<file path="config.mk">
export PLATFORM = sky130hd
export DESIGN_NAME = ssclk_top
export DESIGN_NICKNAME = d
export VERILOG_FILES = /design/src/rtl/ssclk_pkg.sv /design/src/rtl/ssclk_sync.sv /design/src/rtl/ssclk_top.sv
export SDC_FILE = /design/constraint.sdc
export NUM_CORES = 1
export LEC_CHECK = 0
export ABC_CLOCK_PERIOD_IN_PS = 2200
export BUFFER_PORTS_ARGS = -buffer_cell sky130_fd_sc_hd__buf_4
export CAP_MARGIN = 20
export CORE_UTILIZATION = 45
export DETAILED_ROUTE_END_ITERATION = 12
export HOLD_SLACK_MARGIN = 0.08
export PLACE_DENSITY = 0.82
export SYNTH_ARGS = -nofsm -noshare
export SYNTH_HDL_FRONTEND = slang
export SYNTH_HIERARCHICAL = 1
export SYNTH_SLANG_ARGS = --single-unit
</file>
<file path="constraint.sdc">
create_clock -name clock -period 2.2 [get_ports clock]
set_input_delay 0.22 -clock clock [delete_from_list [all_inputs] [get_ports clock]]
set_output_delay 0.22 -clock clock [all_outputs]
set_load 0.02 [all_outputs]
</file>
<file path="src/rtl/ssclk_pkg.sv">
package ssclk_pkg;
  // Word offsets on the bus (byte addresses, aligned)
  localparam logic [3:0] ADDR_CONTROL  = 4'h0;
  localparam logic [3:0] ADDR_PIN_POS  = 4'h4;
  localparam logic [3:0] ADDR_DATA     = 4'h8;
  localparam logic [3:0] ADDR_STATUS   = 4'hc;
  localparam logic [3:0] ADDR_PORT     = 4'h0 + 4'h0; // unused alias guard
  // Control field positions
  localparam int CTL_TOGGLE_BIT   = 0;
  localparam int CTL_STROBE_BIT   = 1;
  localparam int CTL_SRC_LO_BIT   = 2;
  localparam int CTL_SRC_HI_BIT   = 3;
  localparam int CTL_WIRE_LO_BIT  = 4;
  localparam int CTL_WIRE_HI_BIT  = 5;
  // Pin position field
  localparam int POS_SELECT_BIT   = 0;
  // Status register: bit 7 clock port value, bit 6 clock direction, 3:0 counter
  localparam int STS_PORT_BIT     = 7;
  localparam int STS_DIR_BIT      = 6;
  // Reset values
  localparam logic [7:0] CONTROL_RESET = 8'h00;
  localparam logic [7:0] PIN_POS_RESET = 8'h00;
  localparam logic [7:0] DATA_RESET    = 8'h00;
  localparam logic [3:0] COUNT_RESET   = 4'h0;
  // Clock source codes
  localparam logic [1:0] SRC_SOFT  = 2'h0;
  localparam logic [1:0] SRC_TIMER = 2'h1;
  // Pin positions
  localparam logic PORT_B = 1'b0;
  localparam logic PORT_A = 1'b1;
endpackage : ssclk_pkg

</file>
<file path="src/rtl/ssclk_sync.sv">
`timescale 1ns/10ps
`default_nettype none
module ssclk_sync
(
  // Clock and reset
  input  wire logic clock,
  input  wire logic rst_n,
  // Asynchronous level in, synchronised level out
  input  wire logic async_in,
  output logic      sync_out
);
  logic meta_q;
  logic sync_q;

  always_ff @(posedge clock or negedge rst_n)
  begin
    if (!rst_n)
    begin
      meta_q <= 1'b0;
      sync_q <= 1'b0;
    end
    else
    begin
      meta_q <= async_in;
      sync_q <= meta_q;
    end
  end

  assign sync_out = sync_q;
endmodule : ssclk_sync
`default_nettype wire

</file>
<file path="src/rtl/ssclk_top.sv">
// Register access over Wishbone and the register offsets are this design's own decisions.
`timescale 1ns/10ps
`default_nettype none
module ssclk_top
(
  // System
  input  wire logic       clock,
  input  wire logic       rst_n,
  // Classic Wishbone slave
  input  wire logic       wb_cyc_i,
  input  wire logic       wb_stb_i,
  input  wire logic       wb_we_i,
  input  wire logic [3:0] wb_adr_i,
  input  wire logic [3:0] wb_sel_i,
  input  wire logic [31:0] wb_dat_i,
  output logic [31:0]     wb_dat_o,
  output logic            wb_ack_o,
  // Timer compare match pulse, same clock
  input  wire logic       timer_match,
  // Port B pins PB0 data in, PB1 data out, PB2 clock
  input  wire logic       pb0_in,
  output logic            pb1_out,
  output logic            pb1_oe_n,
  input  wire logic       pb2_in,
  output logic            pb2_out,
  output logic            pb2_oe_n,
  // Port A pins PA4 data in, PA2 data out, PA5 clock
  input  wire logic       pa4_in,
  output logic            pa2_out,
  output logic            pa2_oe_n,
  input  wire logic       pa5_in,
  output logic            pa5_out,
  output logic            pa5_oe_n,
  // Clock pin direction from port logic, 1 = output
  input  wire logic       clock_pin_direction_bit
);
  logic [1:0] clock_source_select_q;
  logic       clock_strobe_bit_q;
  logic [1:0] wire_mode_select_q;
  logic       pin_position_select_q;
  logic [7:0] shift_q;
  logic [3:0] count_q;
  logic       port_clk_q;
  logic       out_latch_q;
  logic       din_prev_q;
  logic       sclk_prev_q;
  logic       ack_q;
  logic [31:0] rdata_q;

  logic req;
  logic wr_ctl;
  logic wr_pos;
  logic wr_data;
  logic strobe_wr;
  logic toggle_wr;
  logic din_raw;
  logic clk_raw;
  logic din_s;
  logic sclk_s;
  logic ext_sel;
  logic sclk_rise;
  logic sclk_fall;
  logic sample_edge;
  logic shift_en;
  logic count_en;
  logic dout;
  logic clk_pin;

  assign req    = wb_cyc_i && wb_stb_i && !ack_q;
  assign wr_ctl = req && wb_we_i && wb_sel_i[0] && (wb_adr_i == ssclk_pkg::ADDR_CONTROL);
  assign wr_pos = req && wb_we_i && wb_sel_i[0] && (wb_adr_i == ssclk_pkg::ADDR_PIN_POS);
  assign wr_data = req && wb_we_i && wb_sel_i[0] && (wb_adr_i == ssclk_pkg::ADDR_DATA);
  assign strobe_wr = wr_ctl && wb_dat_i[ssclk_pkg::CTL_STROBE_BIT];
  assign toggle_wr = wr_ctl && wb_dat_i[ssclk_pkg::CTL_TOGGLE_BIT];

  // Route pins by position select
  assign din_raw = pin_position_select_q ? pa4_in : pb0_in;
  assign clk_raw = pin_position_select_q ? pa5_in : pb2_in;

  ssclk_sync u_din_sync
  (
    .clock    (clock),
    .rst_n    (rst_n),
    .async_in (din_raw),
    .sync_out (din_s)
  );

  ssclk_sync u_clk_sync
  (
    .clock    (clock),
    .rst_n    (rst_n),
    .async_in (clk_raw),
    .sync_out (sclk_s)
  );

  // Edge finding on the synchronised clock only
  always_ff @(posedge clock or negedge rst_n)
  begin
    if (!rst_n)
      sclk_prev_q <= 1'b0;
    else
      sclk_prev_q <= sclk_s;
  end

  assign sclk_rise = sclk_s && !sclk_prev_q;
  assign sclk_fall = !sclk_s && sclk_prev_q;
  assign ext_sel   = clock_source_select_q[1];
  // Bit 0 of source picks positive (0) or negative (1) edge
  assign sample_edge = clock_source_select_q[0] ? sclk_fall : sclk_rise;

  // Shift clock source selection
  always_comb
  begin
    shift_en = 1'b0;
    count_en = 1'b0;
    if (ext_sel)
    begin
      shift_en = sample_edge;
      if (clock_strobe_bit_q)
        count_en = toggle_wr;
      else
        count_en = sclk_rise || sclk_fall;
    end
    else if (clock_source_select_q == ssclk_pkg::SRC_TIMER)
    begin
      shift_en = timer_match;
      count_en = timer_match;
    end
    else
    begin
      shift_en = strobe_wr;
      count_en = strobe_wr;
    end
  end

  // Control register; strobe and toggle are write actions
  always_ff @(posedge clock or negedge rst_n)
  begin
    if (!rst_n)
    begin
      clock_source_select_q <= ssclk_pkg::CONTROL_RESET[3:2];
      clock_strobe_bit_q    <= 1'b0;
      wire_mode_select_q    <= ssclk_pkg::CONTROL_RESET[5:4];
    end
    else if (wr_ctl)
    begin
      clock_source_select_q <= wb_dat_i[ssclk_pkg::CTL_SRC_HI_BIT:ssclk_pkg::CTL_SRC_LO_BIT];
      wire_mode_select_q    <= wb_dat_i[ssclk_pkg::CTL_WIRE_HI_BIT:ssclk_pkg::CTL_WIRE_LO_BIT];
      // Only held as a select when external clocking is chosen
      clock_strobe_bit_q    <= wb_dat_i[ssclk_pkg::CTL_STROBE_BIT]
                               && wb_dat_i[ssclk_pkg::CTL_SRC_HI_BIT];
    end
  end

  // Pin position register, only bit 0 storable
  always_ff @(posedge clock or negedge rst_n)
  begin
    if (!rst_n)
      pin_position_select_q <= ssclk_pkg::PIN_POS_RESET[0];
    else if (wr_pos)
      pin_position_select_q <= wb_dat_i[ssclk_pkg::POS_SELECT_BIT];
  end

  // Clock port value toggles regardless of direction
  always_ff @(posedge clock or negedge rst_n)
  begin
    if (!rst_n)
      port_clk_q <= 1'b0;
    else if (toggle_wr)
      port_clk_q <= !port_clk_q;
  end

  // Previous-cycle input sample feeds software and timer shifts
  always_ff @(posedge clock or negedge rst_n)
  begin
    if (!rst_n)
      din_prev_q <= 1'b0;
    else
      din_prev_q <= din_s;
  end

  // Data shift register; a bus write loads it, a shift wins
  always_ff @(posedge clock or negedge rst_n)
  begin
    if (!rst_n)
      shift_q <= ssclk_pkg::DATA_RESET;
    else if (shift_en)
      shift_q <= {shift_q[6:0], ext_sel ? din_s : din_prev_q};
    else if (wr_data)
      shift_q <= wb_dat_i[7:0];
  end

  always_ff @(posedge clock or negedge rst_n)
  begin
    if (!rst_n)
      count_q <= ssclk_pkg::COUNT_RESET;
    else if (count_en)
      count_q <= count_q + 4'h1;
  end

  // Output latch updates on the edge opposite the sampling edge
  always_ff @(posedge clock or negedge rst_n)
  begin
    if (!rst_n)
      out_latch_q <= 1'b0;
    else if (ext_sel && (clock_source_select_q[0] ? sclk_rise : sclk_fall))
      out_latch_q <= shift_q[7];
  end

  // Transparent when not externally clocked
  assign dout = ext_sel ? out_latch_q : shift_q[7];

  // Three-wire drives data out; clock follows its port value
  assign clk_pin = port_clk_q;
  assign pb1_out  = dout;
  assign pa2_out  = dout;
  assign pb1_oe_n = !(wire_mode_select_q == 2'h1 && pin_position_select_q == ssclk_pkg::PORT_B);
  assign pa2_oe_n = !(wire_mode_select_q == 2'h1 && pin_position_select_q == ssclk_pkg::PORT_A);
  assign pb2_out  = clk_pin;
  assign pa5_out  = clk_pin;
  assign pb2_oe_n = !(clock_pin_direction_bit && pin_position_select_q == ssclk_pkg::PORT_B);
  assign pa5_oe_n = !(clock_pin_direction_bit && pin_position_select_q == ssclk_pkg::PORT_A);

  // Bus answer one cycle after request
  always_ff @(posedge clock or negedge rst_n)
  begin
    if (!rst_n)
    begin
      ack_q   <= 1'b0;
      rdata_q <= 32'h0000_0000;
    end
    else
    begin
      ack_q   <= req;
      rdata_q <= 32'h0000_0000;
      if (req && !wb_we_i)
      begin
        case (wb_adr_i)
          ssclk_pkg::ADDR_CONTROL:
            rdata_q[7:0] <= {2'h0, wire_mode_select_q, clock_source_select_q,
                             2'h0};
          ssclk_pkg::ADDR_PIN_POS:
            rdata_q[7:0] <= {7'h00, pin_position_select_q};
          ssclk_pkg::ADDR_DATA:
            rdata_q[7:0] <= shift_q;
          ssclk_pkg::ADDR_STATUS:
            rdata_q[7:0] <= {port_clk_q, clock_pin_direction_bit, clock_strobe_bit_q,
                             1'b0, count_q};
          default:
            rdata_q <= 32'h0000_0000;
        endcase
      end
    end
  end

  assign wb_ack_o = ack_q;
  assign wb_dat_o = rdata_q;
endmodule : ssclk_top
`default_nettype wire

</file>
* After elaboration in Yosys (flattened, before gate mapping)
Index checks and enable logic that the tools add are counted.
** Cells by class
- $add $sub $neg :: 1
- Equal/unequal tests :: 5
- Muxes and demuxes :: 14
- Bitwise logic cells :: 1
- Reduce and logical (&&, ||, !) cells :: 30
** Operators by type and width (count)
- 8-bit case mux with 4 select lines :: 1
- 8-bit two-way mux :: 3
- 1-bit logical AND :: 18
- 1-bit two-way mux :: 10
- 1-bit zero test :: 9
- 4-bit equality test (second input constant) :: 2
- 4-bit by 1-bit adder with 4-bit output (second input constant) :: 1
- 2-bit by 1-bit equality test with 1-bit output (second input constant) :: 2
- 4-bit by 3-bit equality test with 1-bit output (second input constant) :: 1
- 4-bit zero test :: 1
- 2-bit nonzero test :: 1
- 1-bit logical OR :: 1
- 1-bit NOT :: 1
** Word-level totals
- Register bits after elaboration :: 59
- Input port bits :: 51
- Logic and storage cells :: 67

* Depth between registers and ports, before layout
Gate-level depths: netlist (run 1).
- Depth in word-level cells :: 9
- Depth in mapped cells :: 6
- Mapped depth without buffers :: 6

* Modules after synthesis
The synthesis (run 1) kept the hierarchy.
** By module, submodules not included
- ssclk_top :: instances 1, cells each 154, area an instance 1774.2 µm², sequential area each 775.7 µm²
- ssclk_sync :: instances 2, cells each 2, area an instance 50.0 µm², sequential area each 50.0 µm²

* Worst setup path after synthesis (run 1)
No wires, ideal clock.
- Kind :: flip-flop to flip-flop
- Start point :: reg ack_q (netlist: wb_ack_o)
- End point :: reg shift_q[1]
- Library setup time :: 0.125 ns
- Arrival :: 1.496 ns
- Required time :: 2.075 ns
- Slack :: 0.579 ns
- Stages on the path, launching flop included :: 6
- Buffers on the path :: 1
- Cells stage by stage :: dfrtp_1 -> and3b_1 -> buf_4 -> nand4b_4 -> mux2_2 -> mux2_2
** Between the ends
- Longest elaborated chain between the ends :: 9
** RTL lines
- from (decl) :: line ssclk_top.sv:47 : logic ack_q;
- from (signal assigned) :: line ssclk_top.sv:234 : ack_q <= req;
- 1-bit zero test * :: line ssclk_top.sv:69 : assign req = wb_cyc_i && wb_stb_i && !ack_q;
- 1-bit logical AND * :: line ssclk_top.sv:69
- via req :: line ssclk_top.sv:50 : logic req;
- 1-bit logical AND * (2 in series) :: line ssclk_top.sv:70, ssclk_top.sv:72
- 1-bit logical AND :: line ssclk_top.sv:70 : assign wr_ctl = req && wb_we_i && wb_sel_i[0] && (wb_adr_i == ssclk_pkg::ADDR_CONTROL);
- 1-bit logical AND :: line ssclk_top.sv:73 : assign strobe_wr = wr_ctl && wb_dat_i[ssclk_pkg::CTL_STROBE_BIT];
- 1-bit two-way mux :: line ssclk_top.sv:124 : else if (clock_source_select_q == ssclk_pkg::SRC_TIMER)
- 1-bit two-way mux :: line ssclk_top.sv:116 : if (ext_sel)
- 8-bit two-way mux or 2-bit nonzero test (tied branches)
- to (signal assigned) :: line ssclk_top.sv:186 : shift_q <= ssclk_pkg::DATA_RESET;
- to (signal assigned) :: line ssclk_top.sv:188 : shift_q <= {shift_q[6:0], ext_sel ? din_s : din_prev_q};
- to (signal assigned) :: line ssclk_top.sv:190 : shift_q <= wb_dat_i[7:0];
- to (decl) :: line ssclk_top.sv:41 : logic [7:0] shift_q;
Mark *: on every way through the listed nets, which the timed path passes. The rest lies on a longest branch.
A chain may end at the register's enable or synchronous reset.

* Worst setup path after layout (run 1)
- Start point :: reg ack_q (netlist: wb_ack_o)
- End point :: reg shift_q[3]
** Between the ends
- Longest elaborated chain between the ends :: 9
** RTL lines (line)
- 1-bit zero test * :: ssclk_top.sv:69
- 1-bit logical AND * :: ssclk_top.sv:69
- 1-bit logical AND * (2 in series) :: ssclk_top.sv:70, ssclk_top.sv:72
- 1-bit logical AND :: ssclk_top.sv:70
- 1-bit logical AND :: ssclk_top.sv:73
- 1-bit two-way mux :: ssclk_top.sv:124
- 1-bit two-way mux :: ssclk_top.sv:116
- 8-bit two-way mux or 2-bit nonzero test (tied branches)
Every way passes the cells marked *; elsewhere a longest branch is shown, timed or not.

==> results by group, run 1 <==
STA
  • FMAX: about 0.57 GHz
  • Setup Viol. Count Final: 0
  • Final worst path period share: 0.8010
  • Setup TNS: 0 ns
  • Fin Hold WS: about 0.16 ns
  • Hold Vio Cnt, Final: 0
  • RSZ-0062 raised after global routing: no
  • Max-slew violations: 0
  • Fin crit period: 1.762 ns
  • Clk_skew: roughly 0.0059 ns

Placement
  • GPL Wtd Cong: between 0.8 and 0.9
  • DP HPWL: between 2 and 2.5 mm
  • Placed Instances: between 200 and 250
  • Cell area after placement: approximately 2100 um^2
  • Number of buffers added on ports: 40

Yosys
  • Ys flop type: dfrtp_1
  • Post-synth EDFFs: 0
  • Post-synthesis cell area: between 1500 and 2000 um^2
  • Synth Instances: roughly 160
  • Seq/Total Area, Yosys: 0.4673
  • Synth warn: 6
  • Asr flop ratio synth: 1.000
  • Count of cell types in the netlist: 32
  • Syn Area/Cell: around 12 um^2
  • Post-synthesis register bit count: 35

Global routing
  • Number of global-route vias before repair: roughly 1200
  • GRT Total Usage: 0.1747
  • Total gr overflow: 0
  • Largest net degree at the start of global routing: 36
  • Initial antenna violation count: 0
  • GR Layer Usage met1: 0.2230
  • GR peak layer: met2
  • M2 GR Usage: 0.2755
  • Global-route wire length before repair: 5.540 mm
  • Grt met3 use: 0.05651

Floorplan
  • Die X: 66.54 um
  • Die area: about 4400 um^2
  • Die Y-Extent: 66.54 um
  • Row cnt: 23
  • Initial Utilization: 0.4686
  • Core area: between 4000 and 5000 um^2
  • Boundary Pins: just over 90

Job
  • Max-Cap Viols: 0

Clocking
  • Root buf cell: clkbuf_8
  • Post-CTS Setup Bufs: 0
  • Clock latency on the worst-skew pair: slightly below 0.3 ns
  • Clock buffer depth: 2
  • Hold buffers post-CTS: 1
  • # clock sinks: 35
  • H-tree levels: 2
  • Post-CTS Resized: 0
  • Clock-pin transition on the worst setup and hold timing paths: around 0.07 ns
  • Clock buffer count from CTS: 5
  • CTS tree: yes

Pwr
  • Total Power: ~1.7 mW
  • Sequential share of power: 0.488
  • Cell Pwr Density: between 700 and 800 nW/um^2
  • Internal power contribution: approximately 1.2 mW
  • Combinational share of power: 0.218
  • Switching Share: 0.2799
  • Maximum vdd ir drop: ~0.37 mV
  • Leakage: between 1 and 1.5 nW
  • Switching power: 477.8 uW
  • Clock share of power: 0.294

Layout
  • Total Nets Final: between 200 and 300
  • Share of cells above drive strength 1: 0.4121
  • ANT cells: 0
  • Post-route insts no fill: 249
  • Commonest non-fill, non-tap cells in the layout: buf_4 (40), dfrtp_1 (35), mux2_2 (30)
  • Area delta synth->final: 17.89%
  • Leading cell type in the layout, fill and taps excluded: buf_4
  • Final Instance Area: approximately 2200 um^2

Critical path
  • Worst Path Required: around 2.4 ns
  • Critical Path AT: ~1.9 ns
  • Worst Setup Start Kind: flop
  • Reg2Reg Setup Slack: approximately 0.44 ns
  • Crit Path Category: flop to flop
  • Crit. End Element: flop
  • Max FO, Critical Path: 9

Outcome
  • Outcome: completed

Min path
  • Worst hold path class: input port to flop

Drt
  • DR WL/cell: 13.30 um
  • Total number of vias: approximately 1200
  • Vias/cell: 4.920
  • Post-route DRC violation count: 0
  • Detailed Route Iter0 Violations: 48
  • Post-Route WL: 3.311 mm
  • Antenna viol nets, final: 0
  • First drt pass iteration count: 4
## synth_stat cells (all sizes together), types with 2 or more instances
library cell / n / area, um^2
a21boi: 2 / 15.01
mux2: 30 / 337.8
buf: 30 / 220.2
xor2: 3 / 26.28
inv: 2 / 7.510
ha: 3 / 37.54
a22oi: 4 / 30.03
nand2: 7 / 26.28
nand4: 2 / 12.51
mux2i: 7 / 70.07
nand3: 5 / 30.03
nor2: 10 / 37.54
nand3b: 2 / 15.01
dfrtp: 35 / 875.8
## metal layers
layer,vias to the layer above,wire (um),part of all wire
met5,-,0,0
met4,0,42,0.013
met3,5,209,0.063
met2,54,1547,0.47
met1,588,1511,0.46
li1,578,-,-
## path summary, 6_finish.rpt
check,startpoint,endpoint,cells past startpoint
min reg2reg,u_clk_sync/meta_q,u_clk_sync/sync_out,0
max reg2reg,wb_ack_o,shift_q[3],4
max in group asynchronous,rst_n,shift_q[2],2
max,wb_ack_o,shift_q[3],4
min in group asynchronous,rst_n,wb_dat_o[1],2
min,pa4_in,u_din_sync/meta_q,2
## power groups by stage
stage	Clock [mW]	Sequential, mW	Combinational, mW
floorplan	0	0.810	0.318
detailed placement	0	0.844	0.373
global route	0.547	0.846	0.416
global placement	0	0.839	0.362
CTS	0.516	0.833	0.376
finish	0.502	0.834	0.372
## worst max-delay path: stages, from the launching register on
cell and delay [ns]:
dfrtp_1 0.38, and3b_1 0.44, nand4b_4 0.25, mux2_2 0.32, mux2_2 0.26
## layout make-up
type                    count  area, um^2
clock buffers               8       100.1
flip-flops and latches     35       875.8
repair buffers             41       310.3
well taps                  50       62.56
fillers                   364        1790
inverters                   2       7.507
multi-input cells         113       853.3
## kinds of logic (layout without fill, tap and decap cells)
| logic type | after synthesis | in the layout | share of synthesized area |
|---|---|---|---|
| other | 1 | 24 | 0.002001 |
| flip-flops | 35 | 35 | 0.4673 |
| XOR/XNOR | 4 | 4 | 0.01870 |
| adder cells (fa/ha/maj) | 3 | 3 | 0.02003 |
| AND/OR/NAND/NOR | 36 | 36 | 0.1168 |
| multiplexers | 37 | 37 | 0.2176 |
| AO/OA/AOI/OAI | 9 | 9 | 0.03404 |
| buffers and inverters | 33 | 51 | 0.1235 |
## sequential cells by signal, indices dropped and copies added, names as in the netlist
register and cells:
clock_source_select_q 2, clock_strobe_bit_q 1, count_q 4, din_prev_q 1, out_latch_q 1, pa5_out 1, pin_position_select_q 1, sclk_prev_q 1
shift_q 8, u_clk_sync/meta_q 1, u_clk_sync/sync_out 1, u_din_sync/meta_q 1, u_din_sync/sync_out 1, wb_ack_o 1, wb_dat_o 8, wire_mode_select_q 2
## stage by stage
stage               utilization  setup WS [ns]
detailed placement       0.5249         0.4412
global route             0.5524         0.2964
finish                   0.5524         0.4379
global placement         0.5249         0.4798
CTS                      0.5524         0.4293
floorplan                     -         0.5793
(Power assumes the default switching activity.)
==> run 2: changes to the inputs <==
--- a/config.mk
+++ b/config.mk
@@ -5,7 +5,7 @@
 export SDC_FILE = /design/constraint.sdc
 export NUM_CORES = 1
 export LEC_CHECK = 0
-export ABC_CLOCK_PERIOD_IN_PS = 2200
+export ABC_CLOCK_PERIOD_IN_PS = 1800
 export BUFFER_PORTS_ARGS = -buffer_cell sky130_fd_sc_hd__buf_4
 export CAP_MARGIN = 20
 export CORE_UTILIZATION = 45
==> constraint.sdc (replaced) <==
create_clock -name clock -period 1.8 [get_ports clock]
set_input_delay 0.18 -clock clock [delete_from_list [all_inputs] [get_ports clock]]
set_output_delay 0.18 -clock clock [all_outputs]
set_load 0.02 [all_outputs]
==> run 2 against run 1 <==
Effect of this change:
- wire length up 0.72%
- largest power group unchanged
- critical endpoint is now shift_q[5]
- total power rose by 23%
- largest cell class unchanged
- fmax is 5.5% higher
==> results by group, run 2 (same netlist as run 1, synthesis figures left out) <==
Pwr
  • Total Power: 2.095 mW (+23%)
  • Cell Pwr Density: 938.4 nW/um^2 (+21%)
  • Maximum vdd ir drop: 0.4810 mV (+29%)
  • Leakage: 1.149 nW (+1.4%)

Clocking
  • Post-CTS Resized: 0 (unchanged)
  • Hold buffers post-CTS: 1 (unchanged)
  • Clock buffer count from CTS: 5 (unchanged)
  • H-tree levels: 2 (unchanged)
  • CTS tree: yes
  • Clock-pin transition on the worst setup and hold timing paths: 0.07 ns (about the same)
  • Clock buffer depth: 2 (unchanged)
  • Root buf cell: clkbuf_8
  • # clock sinks: 35 (unchanged)
  • Clock latency on the worst-skew pair: 0.29 ns (about the same)
  • Post-CTS Setup Bufs: 0 (unchanged)

Placement
  • DP HPWL: 2.510 mm (+0.86%)
  • Number of buffers added on ports: 40 (unchanged)
  • GPL Wtd Cong: 0.8555 (+4.8%)

Critical path
  • Worst flop-to-flop path endpoint: shift_q[5]
  • Critical Path AT: 1.85 ns (-0.08 ns)
  • Instance count on the critical path: 4 (unchanged)
  • Critical path capture point: shift_q[5]
  • Sum of buffers and inverters on the critical path: 0 (unchanged)
  • Cells on worst reg2reg path: 4 (unchanged)
  • Cells along the critical path: and3b_1 > nand4b_4 > mux2_2 > mux2_2
  • Worst Setup Start Kind: flop
  • Max FO, Critical Path: 8 (-1)
  • CP max stage cell: dfrtp_1
  • Reg2Reg Setup Slack: 0.13 ns (-0.31 ns)
  • CP Launch Point: wb_ack_o
  • R2r startpoint: wb_ack_o
  • Worst Path Required: 1.98 ns (-0.39 ns)
  • Crit-path leading delay family: simple AND/OR/NAND/NOR gates
  • Crit Path Category: flop to flop
  • Worst path max stage delay: 0.37 ns (-0.07 ns)
  • Crit. End Element: flop
  • Most used cell, CP: mux2_2

Drt
  • Post-Route WL: 3.335 mm (+0.72%)
  • Total number of vias: 1234 (+0.73%)
  • Post-route DRC violation count: 0 (unchanged)
  • DR WL/cell: 13.23 um (-0.47%)
  • First drt pass iteration count: 4 (unchanged)
  • Antenna viol nets, final: 0 (unchanged)
  • Vias/cell: 4.897 (-0.46%)
  • Detailed Route Iter0 Violations: 61 (+27%)

Global routing
  • Global-route wire length before repair: 5.437 mm (-1.9%)
  • Grt met3 use: 0.06849 (+0.01199)
  • Initial antenna violation count: 0 (unchanged)
  • Largest net degree at the start of global routing: 36 (unchanged)
  • M2 GR Usage: 0.2513 (-0.02423)
  • GRT Total Usage: 0.1742 (-0.0004772)
  • Number of global-route vias before repair: 1131 (-2.8%)
  • GR Layer Usage met1: 0.2316 (+0.008663)
  • Total gr overflow: 0 (unchanged)
  • GR peak layer: met2

STA
  • Final worst path period share: 0.9281 (+0.1272)
  • RSZ-0062 raised after global routing: no
  • Setup Viol. Count Final: 0 (unchanged)
  • FMAX: 0.5986 GHz (+5.5%)
  • Fin crit period: 1.671 ns (-0.09151 ns)
  • Hold Vio Cnt, Final: 0 (unchanged)
  • Max-slew violations: 0 (unchanged)
  • Clk_skew: 0.004428 ns (-0.001431 ns)
  • Setup TNS: 0 ns (unchanged)

Floorplan
  • Die area: 4427 um^2 (unchanged)
  • Die Y-Extent: 66.54 um (unchanged)
  • Row cnt: 23 (unchanged)
  • Die X: 66.54 um (unchanged)
  • Initial Utilization: 0.4686 (unchanged)
  • Core area: 4000 um^2 (unchanged)
  • Boundary Pins: 92 (unchanged)

Layout
  • Final core utilization: 0.5580 (+0.005630)
  • Commonest non-fill, non-tap cells in the layout: buf_4 (43), dfrtp_1 (35), mux2_2 (30)
  • Area delta synth->final: 19.09%
  • ANT cells: 0 (unchanged)
  • Total Nets Final: 255 (+1.2%)
  • Share of cells above drive strength 1: 0.4208 (+0.008732)
  • Leading cell type in the layout, fill and taps excluded: buf_4
  • Filler cell count: 362 (-0.55%)

Min path
  • Worst hold path class: input port to flop

Job
  • Max-Cap Viols: 0 (unchanged)

Outcome
  • Outcome: completed
run 2: cell types whose count changed in the layout (fill, tap and decap cells not counted), sizes merged:
cell	before	now
buf	40	43
run 2: layer usage:
layer	wire length [um]	vias to the layer above
met5	0	-
met4	65	0
met3	300	5
met2	1501	67
met1	1468	575
li1	-	587
run 2: area by class of cell:
class	count	area [um^2]	share of cell area
clock buffers	8	100.1	0.04484
inverters	2	7.507	0.003363
flip-flops and latches	35	875.8	0.3924
well taps	50	62.56	0.02803
multi-input cells	113	853.3	0.3823
repair buffers	44	332.8	0.1491
run 2: report_power, final:
part / total (mW) / switching (mW) / internal, mW
Sequential: 1.01 / 0.109 / 0.906
Combinational: 0.469 / 0.215 / 0.254
Clock: 0.612 / 0.263 / 0.349
Total: 2.09 / 0.586 / 1.51
run 2: worst min-delay path by stage:
stage / from / cells after the start / endpoint
floorplan: rst_n / 0 / clock_source_select_q[0]
global placement: rst_n / 1 / wb_dat_o[1]
detailed placement: rst_n / 1 / wb_dat_o[1]
CTS: pa4_in / 2 / u_din_sync/meta_q
global route: pb0_in / 2 / u_din_sync/meta_q
finish: pa4_in / 2 / u_din_sync/meta_q
run 2: stage by stage:
step                std cells  worst slack (ns)  hold slack (ns)  instance area [um^2]
floorplan                 181            0.1793          -0.1156                  1961
global placement          243            0.1827           0.1507                  2122
detailed placement        243            0.1399           0.1521                  2122
CTS                       252            0.1318           0.1084                  2232
global route              252           0.04320           0.1006                  2232
finish                    252            0.1294           0.1209                  2232
==> run 3: changes to the inputs <==
--- a/config.mk
+++ b/config.mk
@@ -5,13 +5,14 @@
 export SDC_FILE = /design/constraint.sdc
 export NUM_CORES = 1
 export LEC_CHECK = 0
-export ABC_CLOCK_PERIOD_IN_PS = 1800
+export ABC_CLOCK_PERIOD_IN_PS = 1900
 export BUFFER_PORTS_ARGS = -buffer_cell sky130_fd_sc_hd__buf_4
 export CAP_MARGIN = 20
-export CORE_UTILIZATION = 45
+export CORE_UTILIZATION = 40
 export DETAILED_ROUTE_END_ITERATION = 12
 export HOLD_SLACK_MARGIN = 0.08
-export PLACE_DENSITY = 0.82
+export PLACE_DENSITY = 0.74
+export REMOVE_ABC_BUFFERS = 1
 export SYNTH_ARGS = -nofsm -noshare
 export SYNTH_HDL_FRONTEND = slang
 export SYNTH_HIERARCHICAL = 1
==> constraint.sdc (replaced) <==
create_clock -name clock -period 1.9 [get_ports clock]
set_input_delay 0.19 -clock clock [delete_from_list [all_inputs] [get_ports clock]]
set_output_delay 0.19 -clock clock [all_outputs]
set_load 0.02 [all_outputs]
==> run 3 against run 2 <==
Effect of this change:
- largest power group unchanged
- register-to-register slack gained 0.09 ns
- global-route usage shrank 2.3 points
- highest routed layer unchanged
- sequential power shrank 5%
==> results by group, run 3 (same netlist as run 1, synthesis figures left out) <==
Outcome
  • Outcome: completed

Layout
  • Total Nets Final: 255 (unchanged)
  • Final Instance Area: 2218 um^2 (-0.62%)
  • Share of cells above drive strength 1: 0.4257 (+0.004950)
  • Post-route insts no fill: 254 (+0.79%)
  • ANT cells: 0 (unchanged)
  • Commonest non-fill, non-tap cells in the layout: buf_4 (43), dfrtp_1 (35), mux2_2 (30)
  • Filler cell count: 416 (+15%)
  • Area delta synth->final: 18.36%
  • Leading cell type in the layout, fill and taps excluded: buf_4

STA
  • RSZ-0062 raised after global routing: no
  • Fin crit period: 1.679 ns (+0.007868 ns)
  • Clk_skew: 0.007731 ns (+0.003303 ns)
  • Fin Hold WS: 0.1304 ns (+0.009506 ns)
  • Setup TNS: 0 ns (unchanged)
  • FMAX: 0.5958 GHz (-0.47%)
  • Final worst path period share: 0.8834 (-0.04471)
  • Max-slew violations: 0 (unchanged)
  • Setup Viol. Count Final: 0 (unchanged)
  • Hold Vio Cnt, Final: 0 (unchanged)

Min path
  • WHS Endpoint: u_din_sync/meta_q
  • Min-delay src: pa4_in
  • Cell count of the worst hold path: 2 (unchanged)
  • Worst hold path class: input port to flop

Pwr
  • Cell Pwr Density: 868.4 nW/um^2 (-7.5%)
  • Total Power: 1.926 mW (-8.0%)
  • Leakage: 1.145 nW (-0.33%)
  • Maximum vdd ir drop: 0.4559 mV (-5.2%)

Clocking
  • Root buf cell: clkbuf_8
  • H-tree levels: 2 (unchanged)
  • Clock latency on the worst-skew pair: 0.29 ns (about the same)
  • Post-CTS Resized: 0 (unchanged)
  • Clock buffer count from CTS: 5 (unchanged)
  • Clock buffer depth: 2 (unchanged)
  • # clock sinks: 35 (unchanged)
  • CTS tree: yes
  • Post-CTS Setup Bufs: 0 (unchanged)
  • Clock-pin transition on the worst setup and hold timing paths: 0.07 ns (about the same)

Drt
  • Post-Route WL: 3.488 mm (+4.6%)
  • Antenna viol nets, final: 0 (unchanged)
  • Vias/cell: 4.850 (-0.95%)
  • Post-route DRC violation count: 0 (unchanged)
  • First drt pass iteration count: 4 (unchanged)
  • Detailed Route Iter0 Violations: 54 (-11%)
  • DR WL/cell: 13.73 um (+3.8%)
  • Total number of vias: 1232 (-0.16%)

Global routing
  • Initial antenna violation count: 0 (unchanged)
  • Grt met3 use: 0.04618 (-0.02232)
  • Total gr overflow: 0 (unchanged)
  • Global-route wire length before repair: 5.561 mm (+2.3%)
  • Largest net degree at the start of global routing: 36 (unchanged)
  • GR Layer Usage met1: 0.2041 (-0.02753)
  • GRT Total Usage: 0.1514 (-0.02277)
  • M2 GR Usage: 0.2222 (-0.02905)
  • GR peak layer: met2
  • Number of global-route vias before repair: 1151 (+1.8%)

Critical path
  • Max FO, Critical Path: 8 (unchanged)
  • Sum of buffers and inverters on the critical path: 0 (unchanged)
  • R2r startpoint: wb_ack_o
  • Crit Path Category: flop to flop
  • CP Launch Point: wb_ack_o
  • Cells on worst reg2reg path: 4 (unchanged)
  • Most used cell, CP: mux2_2
  • Worst Path Required: 2.07 ns (+0.09 ns)
  • Worst Setup Start Kind: flop
  • Worst flop-to-flop path endpoint: shift_q[2]
  • Crit. End Element: flop
  • Reg2Reg Setup Slack: 0.22 ns (+0.09 ns)
  • Worst path max stage delay: 0.37 ns (about the same)
  • Cells along the critical path: and3b_1 > nand4b_4 > mux2_2 > mux2_2
  • CP max stage cell: dfrtp_1
  • Critical Path AT: 1.85 ns (about the same)
  • Crit-path leading delay family: simple AND/OR/NAND/NOR gates

Job
  • Max-Cap Viols: 0 (unchanged)

Floorplan
  • Initial Utilization: 0.4246 (-0.04396)
  • Die area: 4963 um^2 (+12%)
  • Die Y-Extent: 70.45 um (+5.9%)
  • Row cnt: 24 (+4.3%)
  • Core area: 4414 um^2 (+10%)
  • Die X: 70.45 um (+5.9%)
  • Boundary Pins: 92 (unchanged)

Placement
  • Placed Instances: 245 (+0.82%)
  • Cell area after placement: 2125 um^2 (+0.12%)
  • Number of buffers added on ports: 40 (unchanged)
  • GPL Wtd Cong: 0.8549 (about the same)
  • DP HPWL: 2.612 mm (+4.1%)
==> run 3: where the power goes <==
| part | internal [mW] | switching, mW | total [mW] |
|---|---|---|---|
| logic | 0.243 | 0.209 | 0.452 |
| clock network | 0.250 | 0.263 | 0.514 |
| registers | 0.858 | 0.103 | 0.961 |
==> run 3: per-layer routing <==
metal  up-vias  routed length (um)
met2        53                1603
met4         0                  50
met1       592                1598
met5         -                   0
li1        582                   -
met3         5                 235
==> run 3: layout make-up <==
| class | count | area (um^2) | share of cell area |
|---|---|---|---|
| sequential | 35 | 875.8 | 0.3948 |
| clock inverter | 3 | 15.01 | 0.006768 |
| clock buffer | 5 | 68.82 | 0.03102 |
| multi-input combinational | 113 | 853.3 | 0.3847 |
| inverter | 2 | 7.507 | 0.003384 |
| timing repair buffer | 44 | 332.8 | 0.1500 |
| tap | 52 | 65.06 | 0.02933 |
==> run 3: worst max path at each step <==
stage	endpoint	slack (ns)	depth (start not counted)
after floorplan	shift_q[1]	0.20	4
after global placement	shift_q[3]	0.27	4
after detailed placement	shift_q[2]	0.24	4
after CTS	shift_q[2]	0.23	4
after global routing	count_q[1]	0.14	4
final	shift_q[2]	0.22	4
==> run 3: through the flow <==
| step | setup slack (ns) | utilization |
|---|---|---|
| finish | 0.2215 | 0.5026 |
| detailed placement | 0.2352 | 0.4813 |
| global placement | 0.2726 | 0.4813 |
| global route | 0.1436 | 0.5026 |
| floorplan | 0.2011 | - |
| CTS | 0.2279 | 0.5026 |
==> run 3: timing repair <==
action                     4_1_cts  5_1_grt
hold endpoints to repair        35        0
hold buffers                     1        0
setup endpoints to repair        0        0
